$ cat src/design/egm_pkg.sv
// Purpose: Shared constants and carriers for the echo group main control block
// Assumes: One group of two cancellers (A at index 0, B at index 1)
// Notes: Register offsets are the pin address of the 6-bit host bus
package egm_pkg;
  // Register offsets on the host address pins
  localparam logic [5:0] ADDR_CTRL_A = 6'h00;
  localparam logic [5:0] ADDR_CTRL_B = 6'h20;
  // Values after reset and after an initialization
  localparam logic [7:0] RST_CTRL_A = 8'h00;
  localparam logic [7:0] RST_CTRL_B = 8'h02;
  // Field positions in the main control byte
  localparam int BIT_INIT = 7;
  localparam int BIT_NOISE_OFF = 6;
  localparam int BIT_B2B = 5;
  localparam int BIT_ATTEN = 4;
  localparam int BIT_BYPASS = 3;
  localparam int BIT_ADAPT_OFF = 2;
  localparam int BIT_CASCADE = 0;
  // Frames an initialization keeps coefficients clear; init_busy is set for the first frame only
  localparam logic [1:0] INIT_FRAMES = 2'h2;
  // Arithmetic shift giving 12 dB of receive attenuation (factor of four)
  localparam int ATTEN_SHIFT = 2;
  // Value read back from an unmapped address
  localparam logic [7:0] RD_UNMAPPED = 8'h00;

  // Host bus pins and frame pulse, carried together through the synchroniser
  typedef struct packed {
    logic cs_n;
    logic wr_n;
    logic rd_n;
    logic [5:0] addr;
    logic [7:0] din;
    logic frame;
  } egm_pins_t;

  // One PCM slot as it arrives, with the cancelling datapath's results
  typedef struct packed {
    logic chan_b;
    logic signed [15:0] rin;
    logic signed [15:0] sin;
    logic signed [15:0] ec_rout;
    logic signed [15:0] ec_sout;
  } egm_slot_in_t;

  // One PCM slot leaving the block
  typedef struct packed {
    logic chan_b;
    logic signed [15:0] rout;
    logic signed [15:0] sout;
  } egm_slot_out_t;

  // Frame-aligned settings handed to the cancelling datapath
  typedef struct packed {
    logic noise_on;
    logic atten;
    logic bypass;
    logic adapt_on;
    logic coef_clear;
    logic init_busy;
  } egm_ctrl_t;
endpackage

$ cat src/design/egm_main_control.sv
// Purpose: Main control bytes of one canceller pair and the PCM output selection
// Assumes: Host pins and frame pulse are asynchronous; PCM slots are on core_clk
// Notes: Control reaches the datapath only at frame boundaries
// Functional notes
// - Writing init bit restores defaults, self-clears
// - Noise-off bit stops comfort noise injection
// - Back-to-back bit selects back-to-back configuration
// - Attenuate bit cuts receive path 12 dB
// - Bypass passes inputs, zeroes coefficients, stops adapting
// - Adapt-off freezes adaptation, cancelling continues
// - Cascade bit joins A and B, 128 ms
// - Joined configurations: B slot carries don't-care data
// - Initialization completes within two frames
module egm_main_control (
  input wire logic core_clk,
  input wire logic rst,
  // Host bus pins
  input wire logic host_cs_n,
  input wire logic host_wr_n,
  input wire logic host_rd_n,
  input wire logic [5:0] host_addr,
  input wire logic [7:0] host_data_in,
  output logic [7:0] host_data_out_ff,
  output logic host_data_oe_n_ff,
  // Frame pulse pin
  input wire logic frame_pulse,
  // PCM slots in, with datapath results
  input wire egm_pkg::egm_slot_in_t slot_in,
  input wire logic slot_in_valid,
  output logic slot_in_ready_ff,
  // PCM slots out
  output egm_pkg::egm_slot_out_t slot_out_ff,
  output logic slot_out_valid_ff,
  input wire logic slot_out_ready,
  // Settings to the cancelling datapath
  output egm_pkg::egm_ctrl_t [1:0] ec_ctrl_ff,
  output logic back_to_back_ff,
  output logic tail_cascade_ff
);

  egm_pkg::egm_pins_t pins_now; // Pin bundle before synchronising
  egm_pkg::egm_pins_t sync1_ff; // First stage, read only by the second
  egm_pkg::egm_pins_t sync2_ff; // Stable copy of the pins
  egm_pkg::egm_pins_t prev_ff; // Previous stable copy, for edges
  logic wr_go; // One-cycle write strobe
  logic rd_on; // Read access active
  logic frame_go; // One-cycle frame boundary
  logic [7:0] ctrl_ff [2]; // Host-visible control bytes
  logic [1:0] init_cnt_ff [2]; // Frames left in an initialization
  logic [1:0] init_req; // Init bit written this cycle

  assign pins_now = '{cs_n: host_cs_n, wr_n: host_wr_n, rd_n: host_rd_n,
                      addr: host_addr, din: host_data_in, frame: frame_pulse};

  // Two-stage synchroniser on every pin, plus a history stage for edges
  // Every pin passes the same two stages, so the bundle stays aligned
  always_ff @(posedge core_clk) begin
    if (rst) begin
      sync1_ff <= '{cs_n: 1'b1, wr_n: 1'b1, rd_n: 1'b1, addr: '0, din: '0, frame: 1'b0};
      sync2_ff <= '{cs_n: 1'b1, wr_n: 1'b1, rd_n: 1'b1, addr: '0, din: '0, frame: 1'b0};
      prev_ff <= '{cs_n: 1'b1, wr_n: 1'b1, rd_n: 1'b1, addr: '0, din: '0, frame: 1'b0};
    end else begin
      sync1_ff <= pins_now;
      sync2_ff <= sync1_ff;
      prev_ff <= sync2_ff;
    end
  end

  // Address and data are assumed stable while the strobe is low
  // A write fires once, on the synced falling edge of the write strobe
  // Limitation: a strobe low for under one clock may never be seen
  assign wr_go = !sync2_ff.cs_n && !sync2_ff.wr_n && prev_ff.wr_n;
  assign rd_on = !sync2_ff.cs_n && !sync2_ff.rd_n;
  assign frame_go = sync2_ff.frame && !prev_ff.frame;

  // Per-canceller control byte and initialization timer
  for (genvar c = 0; c < 2; c++) begin : g_ec
    localparam logic [5:0] MY_ADDR = (c == 0) ? egm_pkg::ADDR_CTRL_A : egm_pkg::ADDR_CTRL_B;
    localparam logic [7:0] MY_RST = (c == 0) ? egm_pkg::RST_CTRL_A : egm_pkg::RST_CTRL_B;

    assign init_req[c] = wr_go && (sync2_ff.addr == MY_ADDR)
                         && sync2_ff.din[egm_pkg::BIT_INIT];

    // Host write; an init write leaves the defaults, bit 7 included
    always_ff @(posedge core_clk) begin
      if (rst) begin
        ctrl_ff[c] <= MY_RST;
      end else if (init_req[c]) begin
        ctrl_ff[c] <= MY_RST;
      end else if (wr_go && (sync2_ff.addr == MY_ADDR)) begin
        ctrl_ff[c] <= sync2_ff.din;
      end
    end

    // Counts frame boundaries until the routine is done
    // A fresh init write restarts the count; it wins over a frame boundary
    always_ff @(posedge core_clk) begin
      if (rst) begin
        init_cnt_ff[c] <= '0;
      end else if (init_req[c]) begin
        init_cnt_ff[c] <= egm_pkg::INIT_FRAMES;
      end else if (frame_go && (init_cnt_ff[c] != '0)) begin
        init_cnt_ff[c] <= init_cnt_ff[c] - 2'h1;
      end
    end

    // Settings move to the datapath only on a frame boundary
    always_ff @(posedge core_clk) begin
      if (rst) begin
        ec_ctrl_ff[c] <= '0;
      end else if (frame_go) begin
        ec_ctrl_ff[c].noise_on <= !ctrl_ff[c][egm_pkg::BIT_NOISE_OFF];
        ec_ctrl_ff[c].atten <= ctrl_ff[c][egm_pkg::BIT_ATTEN];
        ec_ctrl_ff[c].bypass <= ctrl_ff[c][egm_pkg::BIT_BYPASS];
        // Bypass and initialization both stop adaptation
        // Adaptation stays off for the whole routine, not only while busy
        ec_ctrl_ff[c].adapt_on <= !ctrl_ff[c][egm_pkg::BIT_ADAPT_OFF]
                                  && !ctrl_ff[c][egm_pkg::BIT_BYPASS]
                                  && (init_cnt_ff[c] == '0);
        // Coefficients held at zero in bypass and while initializing
        ec_ctrl_ff[c].coef_clear <= ctrl_ff[c][egm_pkg::BIT_BYPASS]
                                    || (init_cnt_ff[c] != '0);
        ec_ctrl_ff[c].init_busy <= (init_cnt_ff[c] > 2'h1);
      end
    end
  end

  // Group configuration, taken from canceller A, applied per frame
  // Canceller B's copy of the back-to-back bit is stored and read back by the host but never applied
  always_ff @(posedge core_clk) begin
    if (rst) begin
      back_to_back_ff <= 1'b0;
      tail_cascade_ff <= 1'b0;
    end else if (frame_go) begin
      back_to_back_ff <= ctrl_ff[0][egm_pkg::BIT_B2B];
      tail_cascade_ff <= ctrl_ff[0][egm_pkg::BIT_CASCADE];
    end
  end

  // Read data and pin drive; an unmapped address reads zero
  // Data follows the synced address every cycle, so it is settled when drive starts
  always_ff @(posedge core_clk) begin
    if (rst) begin
      host_data_out_ff <= egm_pkg::RD_UNMAPPED;
      host_data_oe_n_ff <= 1'b1;
    end else begin
      host_data_oe_n_ff <= !rd_on;
      if (sync2_ff.addr == egm_pkg::ADDR_CTRL_A) begin
        host_data_out_ff <= ctrl_ff[0];
      end else if (sync2_ff.addr == egm_pkg::ADDR_CTRL_B) begin
        host_data_out_ff <= ctrl_ff[1];
      end else begin
        host_data_out_ff <= egm_pkg::RD_UNMAPPED;
      end
    end
  end

  // Output selection for the arriving slot
  // Each slot uses the frame-aligned settings of its own canceller
  egm_pkg::egm_slot_out_t sel; // Selected output slot
  egm_pkg::egm_ctrl_t cur; // Settings of the slot's canceller
  always_comb begin
    cur = ec_ctrl_ff[slot_in.chan_b];
    sel.chan_b = slot_in.chan_b;
    if (cur.bypass) begin
      sel.rout = slot_in.rin;
      sel.sout = slot_in.sin;
    end else begin
      sel.rout = slot_in.ec_rout;
      sel.sout = slot_in.ec_sout;
    end
    // Attenuation follows the bypass choice, so bypassed receive data is cut too
    if (cur.atten) begin
      sel.rout = sel.rout >>> egm_pkg::ATTEN_SHIFT;
    end
    // Joined modes leave B's slot unused; zero is a safe filler
    if (slot_in.chan_b && (back_to_back_ff || tail_cascade_ff)) begin
      sel.rout = '0;
      sel.sout = '0;
    end
  end

  // Two-entry skid buffer: the main stage plus one spare slot
  egm_pkg::egm_slot_out_t skid_ff; // Slot parked during a stall
  logic skid_valid_ff; // Spare slot occupied
  logic push; // Slot accepted this cycle
  logic drain; // Main stage free to take a slot
  assign push = slot_in_valid && slot_in_ready_ff;
  assign drain = !slot_out_valid_ff || slot_out_ready;

  // Ready is dropped while the spare is full, so a stall loses no slot
  // Registered ready costs a spare slot but keeps the input path short
  always_ff @(posedge core_clk) begin
    if (rst) begin
      slot_out_ff <= '0;
      slot_out_valid_ff <= 1'b0;
      skid_ff <= '0;
      skid_valid_ff <= 1'b0;
      slot_in_ready_ff <= 1'b1;
    end else if (drain) begin
      if (skid_valid_ff) begin
        slot_out_ff <= skid_ff;
        slot_out_valid_ff <= 1'b1;
        skid_valid_ff <= 1'b0;
        slot_in_ready_ff <= 1'b1;
      end else begin
        slot_out_ff <= sel;
        slot_out_valid_ff <= push;
      end
    end else if (push) begin
      skid_ff <= sel;
      skid_valid_ff <= 1'b1;
      slot_in_ready_ff <= 1'b0;
    end
  end

endmodule

$ cat config.mk
export PLATFORM = sky130hd
export DESIGN_NAME = egm_main_control
export DESIGN_NICKNAME = d
export VERILOG_FILES = /design/src/design/egm_pkg.sv /design/src/design/egm_main_control.sv
export SDC_FILE = /design/constraint.sdc
export NUM_CORES = 1
export LEC_CHECK = 0
export BUFFER_PORTS_ARGS = -buffer_cell sky130_fd_sc_hd__buf_2
export CORE_ASPECT_RATIO = 1.25
export CORE_MARGIN = 8
export CORE_UTILIZATION = 40
export DETAILED_ROUTE_END_ITERATION = 16
export PLACE_DENSITY = 0.65
export SLEW_MARGIN = 20
export SYNTH_ARGS = -nofsm -noshare
export SYNTH_HDL_FRONTEND = slang
export SYNTH_SLANG_ARGS = --single-unit
$ cat constraint.sdc
create_clock -name core_clk -period 1.8 [get_ports core_clk]
set_input_delay 0 -clock core_clk [delete_from_list [all_inputs] [get_ports core_clk]]
set_output_delay 0 -clock core_clk [all_outputs]
set_load 0.02 [all_outputs]
# [After elaboration in Yosys (flattened, before gate mapping)]
# Memories as Yosys holds them, arrays and structs flattened.
# Cells that the tools add are included.
[word_totals] register_bits=130 input_bits=87 mem_bits_rw=20 memories=2
[op_classes] n_mux=44 eq_ne=2 n_bitwise=9 n_lt_le_gt_ge=3 reduce_logical=41 add_sub_neg=2
[memory_table] name="ctrl_ff" depth=2 width=8 rd=2 rd_ports_with_merged_regs=0 wr=2 line_no="egm_main_control.sv:48" text="logic [7:0] ctrl_ff [2];"
[memory_table] name="init_cnt_ff" depth=2 width=2 rd=2 rd_ports_with_merged_regs=0 wr=2 line_no="egm_main_control.sv:49" text="logic [1:0] init_cnt_ff [2];"
[op_table] operator="32-bit 2-to-1 mux" n=2
[op_table] operator="8-bit 2-to-1 mux" n=6
[op_table] operator="33-bit 2-to-1 mux" n=1
[op_table] operator="1-bit 2-to-1 mux" n=28
[op_table] operator="1-bit logical AND" n=16
[op_table] operator="15-bit 2-to-1 mux" n=1
[op_table] operator="1-bit logical NOT" n=12
[op_table] operator="5-bit 2-to-1 mux" n=2
[op_table] operator="2-bit 2-to-1 mux" n=4
[op_table] operator="1-bit OR" n=8
[op_table] operator="6-bit == test, second input constant" n=1
[op_table] operator="6-bit logical NOT" n=1
[op_table] operator="2-bit nonzero test" n=3
[op_table] operator="2-bit by 1-bit greater-than comparator with 1-bit output, second input constant" n=2
[op_table] operator="2-bit logical NOT" n=2
[op_table] operator="1-bit logical OR" n=4
[op_table] operator="2-bit AND reduction" n=2
[op_table] operator="2-bit by 1-bit subtractor with 2-bit output, second input constant" n=2
[op_table] operator="1-bit by 2-bit less-than comparator with 1-bit output, second input constant" n=1
[op_table] operator="2-bit inequality test, second input constant" n=1
[op_table] operator="2-bit OR reduction" n=1
[op_table] operator="1-bit NOT" n=1

# [Depth between registers and ports, before layout]
# Gate-level depths: netlist of run 1.
[logic_depth] word_depth=10 depth_mapped=8

# [Worst setup path before layout of run 1]
# No wires, ideal clock.
[synth_timing] path_type="reg-to-reg" startpoint="reg sync2_ff[10] (netlist name)" endpoint="mem ctrl_ff[1][0], enable pin" arrival_time_ps=1546 path_stages_with_launch=5 path_buffers=1 slack_ps=-72 setup_ps=326 period_less_slack_ps=1872 required_ps=1474 cell_sequence="dfxtp_1 > or4_1 > nor3b_1 > buf_2 > a21o_1"
[synth_lines] item="start: declaration" line_no="egm_main_control.sv:43" text="egm_pkg::egm_pins_t sync2_ff;"
[synth_lines] item="start signal: assignment" line_no="egm_main_control.sv:60" text="sync2_ff <= '{cs_n: 1'b1, wr_n: 1'b1, rd_n: 1'b1, addr: '0, din: '0, frame: 1'b0};"
[synth_lines] item="start signal: assignment" line_no="egm_main_control.sv:64" text="sync2_ff <= sync1_ff;"
[synth_lines] item="end: declaration" line_no="egm_main_control.sv:48"

==> results of run 1 <==
metal layers:
metal | part of all wire | GRT usage | vias to the layer above
li1 | - | - | 2446
met2 | 0.53 | 0.295 | 136
met4 | 0.013 | 0.0543 | 0
met1 | 0.39 | 0.168 | 2247
met3 | 0.067 | 0.0466 | 16
met5 | 0 | 0 | -
cells in the final DEF, fill, tap and decap left out, types with 4 or more instances in the layout:
cell type      Yosys  routed
inv_1              4       4
nand2_1           27      26
or2_2              9       9
buf_4              0      26
and2_1            13      13
mux2i_1           34      32
edfxtp_1          20      20
a21oi_1           46      46
dfxtp_1          130     130
and3_1            34      32
a22oi_1            8       8
a2bb2oi_1         16      16
nor2b_1           35      34
a31oi_1            4       4
nor2_1            39      39
dlygate4sd3_1      0      53
clkbuf_16          0      17
o31ai_1           12      12
ha_1               4       4
o22ai_1           30      30
nor3_1            10      10
buf_2              6     143
nand2b_1           8       7
o22a_1            13      13
cell type report:
type	instances	area share
Multi-Input combinational cell	372	0.306
Clock buffer	19	0.0545
Clock inverter	13	0.0195
Timing Repair Buffer	224	0.187
Inverter	4	0.00189
Tap cell	178	0.0280
Sequential cell	150	0.403
per-stage QoR:
step / setup TNS (ps) / cells / setup WS (ps)
global route: -19.9 / 960 / -13.4
finish: 0 / 960 / 51.6
global placement: 0 / 875 / 14.3
detailed placement: -1.92 / 875 / -1.92
CTS: 0 / 960 / 28.9
floorplan: 0 / 573 / 39.2
worst paths after layout:
check,endpoint,slack (ps),depth (start not counted)
worst min-delay path,slot_out_ff[29]$_SDFFE_PP0N_,20,3
worst max-delay path,ctrl_ff[1][1]$_SDFFCE_PN1P_,50,5
worst min register to register,sync2_ff[17]$_SDFF_PP1_,410,1
worst max register to register,ctrl_ff[1][1]$_SDFFCE_PN1P_,50,5
power breakdown:
group / switching (mW) / internal, mW
registers: 0.0717 / 3.55
clock network: 1.32 / 2.17
logic: 0.475 / 0.405
total: 1.87 / 6.13
flip-flops by register name (all words and copies together), names as in the netlist:
register and flops:
skid_valid_ff 1, sync1_ff 18, ctrl_ff 16, slot_in_ready_ff 1, host_data_out_ff 8, ec_ctrl_ff 12
slot_out_valid_ff 1, host_data_oe_n_ff 1, slot_out_ff 33, back_to_back_ff 1, skid_ff 33, init_cnt_ff 4
sync2_ff 18, prev_ff 2, tail_cascade_ff 1
cell families after synthesis:
| kind of cell | share of synthesized area |
|---|---|
| AO/OA/AOI/OAI | 0.163 |
| adder cells (fa/ha/maj) | 0.00859 |
| buffers and inverters | 0.0408 |
| flip-flops | 0.550 |
| multiplexers | 0.0648 |
| other | 0.000643 |
| AND/OR/NAND/NOR | 0.172 |
what timing repair did:
action | 4_1_cts | 5_1_grt
hold buffers | 53 | 0
resized for setup | 1 | 9
pin swaps | 0 | 1
gates cloned | 0 | 0
endpoints found under the setup margin | 1 | 16
hold endpoints to repair | 55 | 0
worst max-delay path, delay by kind of cell (launching register included):
kind	cells	cell delay (ps)
AND/OR/NAND/NOR	4	1040
flip-flops	1	300
buffers and inverters	1	160
==> results.sh, run 1 <==
export IMPL_holdCritPathClass="in -> reg"
export IMPL_start_util=0.406
export IMPL_max_stage_delay_ps=530
export IMPL_cts_tree="done"
export IMPL_clockBufferDepth=2
export IMPL_drive_above_1_share=0.284
export IMPL_cp_required_ps=1960
export IMPL_drv_slew=0
export IMPL_yosys_area_top_type="dfxtp_1"
export IMPL_ant_nets=0
export IMPL_syn2layout_area_growth_pct=36.3
export IMPL_cts_sinks=150
export IMPL_cap_violations=0
export IMPL_drt_iter0_drc=281
export IMPL_post_drt_wl_per_cell_um=15.6
export IMPL_yosysWarnings=0
export IMPL_p_total_mw=8.00
export IMPL_first_pass_iters=5
export IMPL_num_vias=4845
export IMPL_status="finished, final reports clean"
export IMPL_rows=49
export IMPL_rsz0062_at_grt="yes"
export IMPL_numCtsBuffers=17
export IMPL_synth_flop_cell="dfxtp_1"
export IMPL_nets=860
export IMPL_grt_pass1_wl_um=23700
export IMPL_power_density_mw_per_mm2=1010
export IMPL_async_reset_ff_frac=0
export IMPL_path_max_fanout=7
export IMPL_cp_arrival_ps=1910
export IMPL_cp_startpoint="sync2_ff[10]$_SDFF_PP0_"
export IMPL_final_area_mm2=0.00794
export IMPL_antenna_cells=0
export IMPL_grt_pass1_vias=4833
export IMPL_routed_wl_um=15000
export IMPL_overflow=0
export IMPL_place_gp_congestion=0.799
export IMPL_end_kind="flip-flop"
export IMPL_synth_top_area_share=0.447
export IMPL_synthTopCellsByCount="130 x dfxtp_1, 46 x a21oi_1, 39 x nor2_1, 35 x nor2b_1"
export IMPL_min_delay_start="slot_in[61]"
export IMPL_synth_cell_types=40
export IMPL_multi_input_area_mm2=0.00243
export IMPL_cts_root_buffer="clkbuf_16"
export IMPL_cts_setup_buffers=0
export IMPL_setup_viol=0
export IMPL_port_buffers=144
export IMPL_r2r_start="sync2_ff[10]$_SDFF_PP0_"
export IMPL_leakage_nw=3.64
export IMPL_regArea_mm2=0.00320
export IMPL_synth_area_mm2=0.00583
export IMPL_die_area_mm2=0.0187
export IMPL_drc=0
export IMPL_die_w_um=124
export IMPL_hpwlAfterDp_um=10300
export IMPL_hold_violations=0
export IMPL_startpoint_type="flip-flop"
export IMPL_period_share=0.971
export IMPL_period_minus_slack_ps=1750
export IMPL_antenna_found_initial=0
export IMPL_final_util=0.554
export IMPL_ir_worst_vdd_mv=0.711
export IMPL_die_h_um=151
export IMPL_grtUsageTotal=0.160
export IMPL_synthCells=572
export IMPL_fmax_mhz=572
export IMPL_worst_path_max_delay_cell="or4_4"
export IMPL_core_region_area_mm2=0.0143
export IMPL_postSynthRegisterBits=150
export IMPL_yosysMostFrequentCell="dfxtp_1"
export IMPL_syn_avg_cell_area_um2=10.2
export IMPL_crit_type="reg -> reg"
export IMPL_seq_area_frac_synth=0.550
export IMPL_path_cells="or4_4 > nor3b_2 > buf_4 > and3_2 > nand2b_1"
export IMPL_fill_cells=1269
export IMPL_clk_pin_slew_ps=60
export IMPL_ys_top_cells_by_area="dfxtp_1 45%, edfxtp_1 10%, mux2i_1 5.8%"
export IMPL_clk_latency_ps=410
export IMPL_place_area_mm2=0.00680
export IMPL_vias_per_cell=5.05
export IMPL_synth_edff_count=20
export IMPL_grt_max_degree=68
export IMPL_whs_ps=21.8
export IMPL_cts_max_level=4
export IMPL_finalClockSkew_ps=9.64
export IMPL_ios=145
No activity file was read; power rests on OpenSTA's default activity.
==> run 2: changes to the inputs <==
Settings changed: CORE_ASPECT_RATIO 1.25 to not set.
==> results.sh, run 2 (synthesis results as in run 1) <==
export IMPL_status="finished, final reports clean"
export IMPL_vias_per_cell=5.09
export IMPL_period_minus_slack_ps=1710
export IMPL_rsz0062_at_grt="no"
export IMPL_cts_setup_buffers=0
export IMPL_hold_violations=0
export IMPL_period_share=0.949
export IMPL_drc=0
export IMPL_grtUsageTotal=0.160
export IMPL_start_util=0.406
export IMPL_cts_sinks=150
export IMPL_drv_slew=0
export IMPL_maxSlewHeadroom=0.654
export IMPL_die_h_um=137
export IMPL_cts_max_level=4
export IMPL_leakage_nw=3.68
export IMPL_end_kind="flip-flop"
export IMPL_finalClockSkew_ps=8.77
export IMPL_holdCritPathClass="in -> reg"
export IMPL_syn2layout_area_growth_pct=36.9
export IMPL_place_gp_congestion=0.766
export IMPL_crit_buf_inv=1
export IMPL_clockBufferDepth=2
export IMPL_drt_iter0_drc=279
export IMPL_clk_latency_ps=410
export IMPL_grt_max_degree=58
export IMPL_cp_required_ps=1900
export IMPL_num_vias=4942
export IMPL_path_max_fanout=4
export IMPL_post_drt_wl_per_cell_um=15.5
export IMPL_overflow=0
export IMPL_routed_wl_um=15000
export IMPL_max_stage_delay_ps=540
export IMPL_antenna_found_initial=0
export IMPL_cts_tree="done"
export IMPL_die_area_mm2=0.0187
export IMPL_rows=44
export IMPL_numCtsBuffers=17
export IMPL_grt_pass1_vias=4926
export IMPL_port_buffers=144
export IMPL_fmax_mhz=586
export IMPL_nets=866
export IMPL_final_setup_tns_ps=0
export IMPL_startpoint_type="flip-flop"
export IMPL_crit_type="reg -> reg"
export IMPL_crit_family="simple AND/OR/NAND/NOR gates"
export IMPL_drive_above_1_share=0.283
export IMPL_hpwlAfterDp_um=10500
export IMPL_ir_worst_vdd_mv=0.563
export IMPL_ios=145
export IMPL_worst_pin_slew_ps=519
export IMPL_die_w_um=137
export IMPL_cap_violations=0
export IMPL_place_area_mm2=0.00683
export IMPL_first_pass_iters=5
export IMPL_top_regs="skid_ff: 33 flops, slot_out_ff: 33 flops"
export IMPL_clk_pin_slew_ps=60
export IMPL_mostFrequentLayoutCells="143 x buf_2, 130 x dfxtp_1, 55 x dlygate4sd3_1"
export IMPL_antenna_cells=0
export IMPL_power_density_mw_per_mm2=998
export IMPL_worst_path_max_delay_cell="or4_4"
export IMPL_core_region_area_mm2=0.0144
export IMPL_ant_nets=0
export IMPL_path_cells="or4_4 > nor3b_2 > buf_4 > a31oi_1 > o21ai_1"
export IMPL_final_common_cell="buf_2"
export IMPL_setup_viol=0
export IMPL_final_area_mm2=0.00798
export IMPL_cts_root_buffer="clkbuf_16"
export IMPL_cp_arrival_ps=1810
export IMPL_grt_pass1_wl_um=24000
==> run 2: cell count changes in the layout (fill, tap and decap cells not counted), moves of 2 or more <==
cell,before,now
dlygate4sd3_1,53,55
clkinv_1,2,0
clkinv_2,3,5
mux2i_2,2,0
mux2i_1,32,34
clkinv_4,2,0
buf_4,26,31
clkbuf_8,0,2
inv_6,2,0
==> run 2: path summary, 6_finish.rpt <==
path	startpoint	endpoint	slack, ps	cells past startpoint
setup / recovery	sync2_ff[10]$_SDFF_PP0_	init_cnt_ff[1][0]$_SDFFCE_PN0P_	90	5
hold / removal	slot_in[61]	slot_out_ff[29]$_SDFFE_PP0N_	50	4
setup reg to reg	sync2_ff[10]$_SDFF_PP0_	init_cnt_ff[1][0]$_SDFFCE_PN0P_	90	5
hold reg to reg	sync1_ff[17]$_SDFF_PP1_	sync2_ff[17]$_SDFF_PP1_	410	1
==> run 2: report_power, final <==
| part | switching (mW) | internal [mW] |
|---|---|---|
| combinational | 0.471 | 0.409 |
| sequential | 0.0786 | 3.55 |
| clock | 1.28 | 2.17 |
==> run 2: final cells by class <==
type | instances | area [um2]
Multi-Input combinational cell | 372 | 2420
Inverter | 4 | 15.0
Fill cell | 1252 | 6390
Timing Repair Buffer | 230 | 1520
Clock buffer | 22 | 485
Clock inverter | 9 | 100
Tap cell | 184 | 230
Sequential cell | 150 | 3200
==> run 2: worst min-delay path, delay by kind of cell <==
kind                   cells  cell delay, ps
AO/OA/AOI/OAI              1             140
buffers and inverters      2             230
multiplexers               1              60
==> run 2: layer usage <==
| metal | vias to the layer above | track usage | share of wire |
|---|---|---|---|
| met5 | - | 0 | 0 |
| met4 | 0 | 0.0659 | 0.015 |
| met3 | 15 | 0.0411 | 0.058 |
| met2 | 139 | 0.263 | 0.48 |
| met1 | 2333 | 0.196 | 0.45 |
| li1 | 2455 | - | - |
==> run 2: what timing repair did <==
action	in CTS	in global routing
endpoints found under the setup margin	0	13
gates resized for setup	0	6
hold buffers	55	0
hold endpoints to repair	51	0
==> run 2: metrics by stage <==
step / instances / setup WS [ps] / util / power [mW] / hold slack, ps
after floorplan: 573 / 39.2 / - / 4.16 / 104
after detailed placement: 885 / 21.8 / 0.475 / 4.49 / 185
after CTS: 971 / 0.481 / 0.554 / 8.05 / 44.0
final: 971 / 92.1 / 0.555 / 7.96 / 53.6
after global placement: 885 / 53.7 / 0.475 / 4.47 / 185
after global routing: 971 / 10.4 / 0.555 / 8.28 / 78.0
==> run 3: changes to the inputs <==
Settings changed: CAP_MARGIN set to 30, SETUP_SLACK_MARGIN set to 0.3.
==> results.sh, run 3 (synthesis results as in run 1) <==
export IMPL_holdCritPathClass="in -> reg"
export IMPL_rr_endpoint="init_cnt_ff[1][1]$_SDFFCE_PN0P_"
export IMPL_hold_violations=0
export IMPL_grtUsageTotal=0.178
export IMPL_regArea_mm2=0.00321
export IMPL_core_region_area_mm2=0.0144
export IMPL_cap_violations=0
export IMPL_cp_arrival_ps=1830
export IMPL_worstSetupPathDepth=4
export IMPL_start_util=0.406
export IMPL_clk_pin_slew_ps=60
export IMPL_drt_iter0_drc=321
export IMPL_ant_nets=0
export IMPL_first_pass_iters=4
export IMPL_die_w_um=137
export IMPL_grt_pass1_wl_um=26200
export IMPL_hpwlAfterDp_um=10300
export IMPL_mostFrequentLayoutCells="144 x buf_2, 124 x dfxtp_1, 58 x dlygate4sd3_1"
export IMPL_num_vias=5151
export IMPL_top_regs="skid_ff: 33 flops, slot_out_ff: 33 flops"
export IMPL_timing_final_ws_setup_ps=74.8
export IMPL_drive_above_1_share=0.383
export IMPL_r2r_slack_ps=70
export IMPL_path_max_fanout=4
export IMPL_status="finished, final reports clean"
export IMPL_leakage_nw=3.78
export IMPL_syn2layout_area_growth_pct=52.4
export IMPL_cts_max_level=4
export IMPL_overflow=0
export IMPL_path_cells="or4_4 > nor3b_4 > a31oi_1 > o21ai_1"
export IMPL_p_total_mw=8.34
export IMPL_crit_type="reg -> reg"
export IMPL_cp_endpoint="init_cnt_ff[1][1]$_SDFFCE_PN0P_"
export IMPL_clk_latency_ps=420
export IMPL_ff2ff_path_depth=4
export IMPL_clockBufferDepth=2
export IMPL_finalClockSkew_ps=9.31
export IMPL_worst_path_max_delay_cell="or4_4"
export IMPL_crit_family="simple AND/OR/NAND/NOR gates"
export IMPL_vias_per_cell=5.20
export IMPL_post_drt_wl_per_cell_um=17.3
export IMPL_multi_input_area_mm2=0.00301
export IMPL_startpoint_type="flip-flop"
export IMPL_port_buffers=144
export IMPL_crit_buf_inv=0
export IMPL_nets=882
export IMPL_routed_wl_um=17100
export IMPL_fmax_mhz=580
export IMPL_max_stage_delay_ps=560
export IMPL_r2r_start="sync2_ff[10]$_SDFF_PP0_"
export IMPL_antenna_found_initial=2
export IMPL_final_common_cell="buf_2"
export IMPL_place_gp_congestion=0.819
export IMPL_grt_max_degree=51
export IMPL_ir_worst_vdd_mv=0.584
export IMPL_drc=0
export IMPL_die_area_mm2=0.0187
export IMPL_ios=145
export IMPL_cts_sinks=150
export IMPL_grt_pass1_vias=5315
export IMPL_cp_startpoint="sync2_ff[10]$_SDFF_PP0_"
export IMPL_final_util=0.618
export IMPL_power_density_mw_per_mm2=939
export IMPL_numCtsBuffers=17
export IMPL_place_ws_ps=7.30
export IMPL_cts_tree="done"
export IMPL_drv_slew=0
export IMPL_whs_ps=62.2
export IMPL_cts_root_buffer="clkbuf_16"
export IMPL_rsz0062_at_grt="yes"
export IMPL_period_share=0.958
export IMPL_setup_viol=0
export IMPL_die_h_um=137
export IMPL_end_kind="flip-flop"
export IMPL_period_minus_slack_ps=1730
export IMPL_fill_cells=1119
export IMPL_rows=44
export IMPL_cp_required_ps=1910
## run 3: timing repair
| item | CTS | global route |
|---|---|---|
| endpoints found under the hold margin | 70 | 0 |
| cloned | 3 | 1 |
| resized for setup | 68 | 52 |
| hold buffers | 58 | 0 |
| setup endpoints to repair | 89 | 103 |
| buffers inserted | 10 | 9 |
| pin swaps | 24 | 44 |
## run 3: tightest hold or removal path: cells and delay by family
family	cells	cell delay [ps]
buf+inv	1	100
mux	1	60
compound gates	2	270
## run 3: where the power goes
| group | total (mW) | switching, mW | internal, mW | leakage, nW |
|---|---|---|---|---|
| logic | 1.10 | 0.571 | 0.528 | 2.21 |
| registers | 3.64 | 0.0816 | 3.55 | 1.27 |
| clock network | 3.61 | 1.31 | 2.30 | 0.294 |
## run 3: how the worst min path moves through the flow
stage | start | end | slack, ps | cells after the start
6_report | slot_in[53] | slot_out_ff[21]$_SDFFE_PP0N_ | 60 | 4
5_1_grt | slot_in[53] | slot_out_ff[21]$_SDFFE_PP0N_ | 60 | 4
4_1_cts | slot_in[61] | slot_out_ff[29]$_SDFFE_PP0N_ | 30 | 4
3_5_place_dp | host_wr_n | sync1_ff[16]$_SDFF_PP1_ | 190 | 2
3_3_place_gp | host_cs_n | sync1_ff[17]$_SDFF_PP1_ | 180 | 2
2_1_floorplan | host_rd_n | sync1_ff[15]$_SDFF_PP1_ | 100 | 1
## run 3: routing by layer
layer  up-vias  share of wire  global-route usage  wire [um]
met5         -              0                   0          0
li1       2496              -                   -          -
met2       181           0.49               0.291       8310
met4         0          0.036               0.101        618
met1      2425           0.42               0.210       7150
met3        49          0.061              0.0437       1040
## run 3: layout make-up
class | instances | area share
clock buffers | 24 | 0.0544
well taps | 184 | 0.0259
clock inverters | 8 | 0.0137
repair buffers | 246 | 0.203
diodes | 2 | 0.000563
inverters | 4 | 0.00169
flip-flops and latches | 150 | 0.362
multi-input cells | 372 | 0.339
## run 3: stage by stage
step           TNS [ps]  instance area, um2  instances
6_report              0                8880        990
5_1_grt           -78.3                8880        990
4_1_cts               0                8510        978
3_5_place_dp          0                6790        875
3_3_place_gp          0                6780        874
2_1_floorplan         0                5910        573
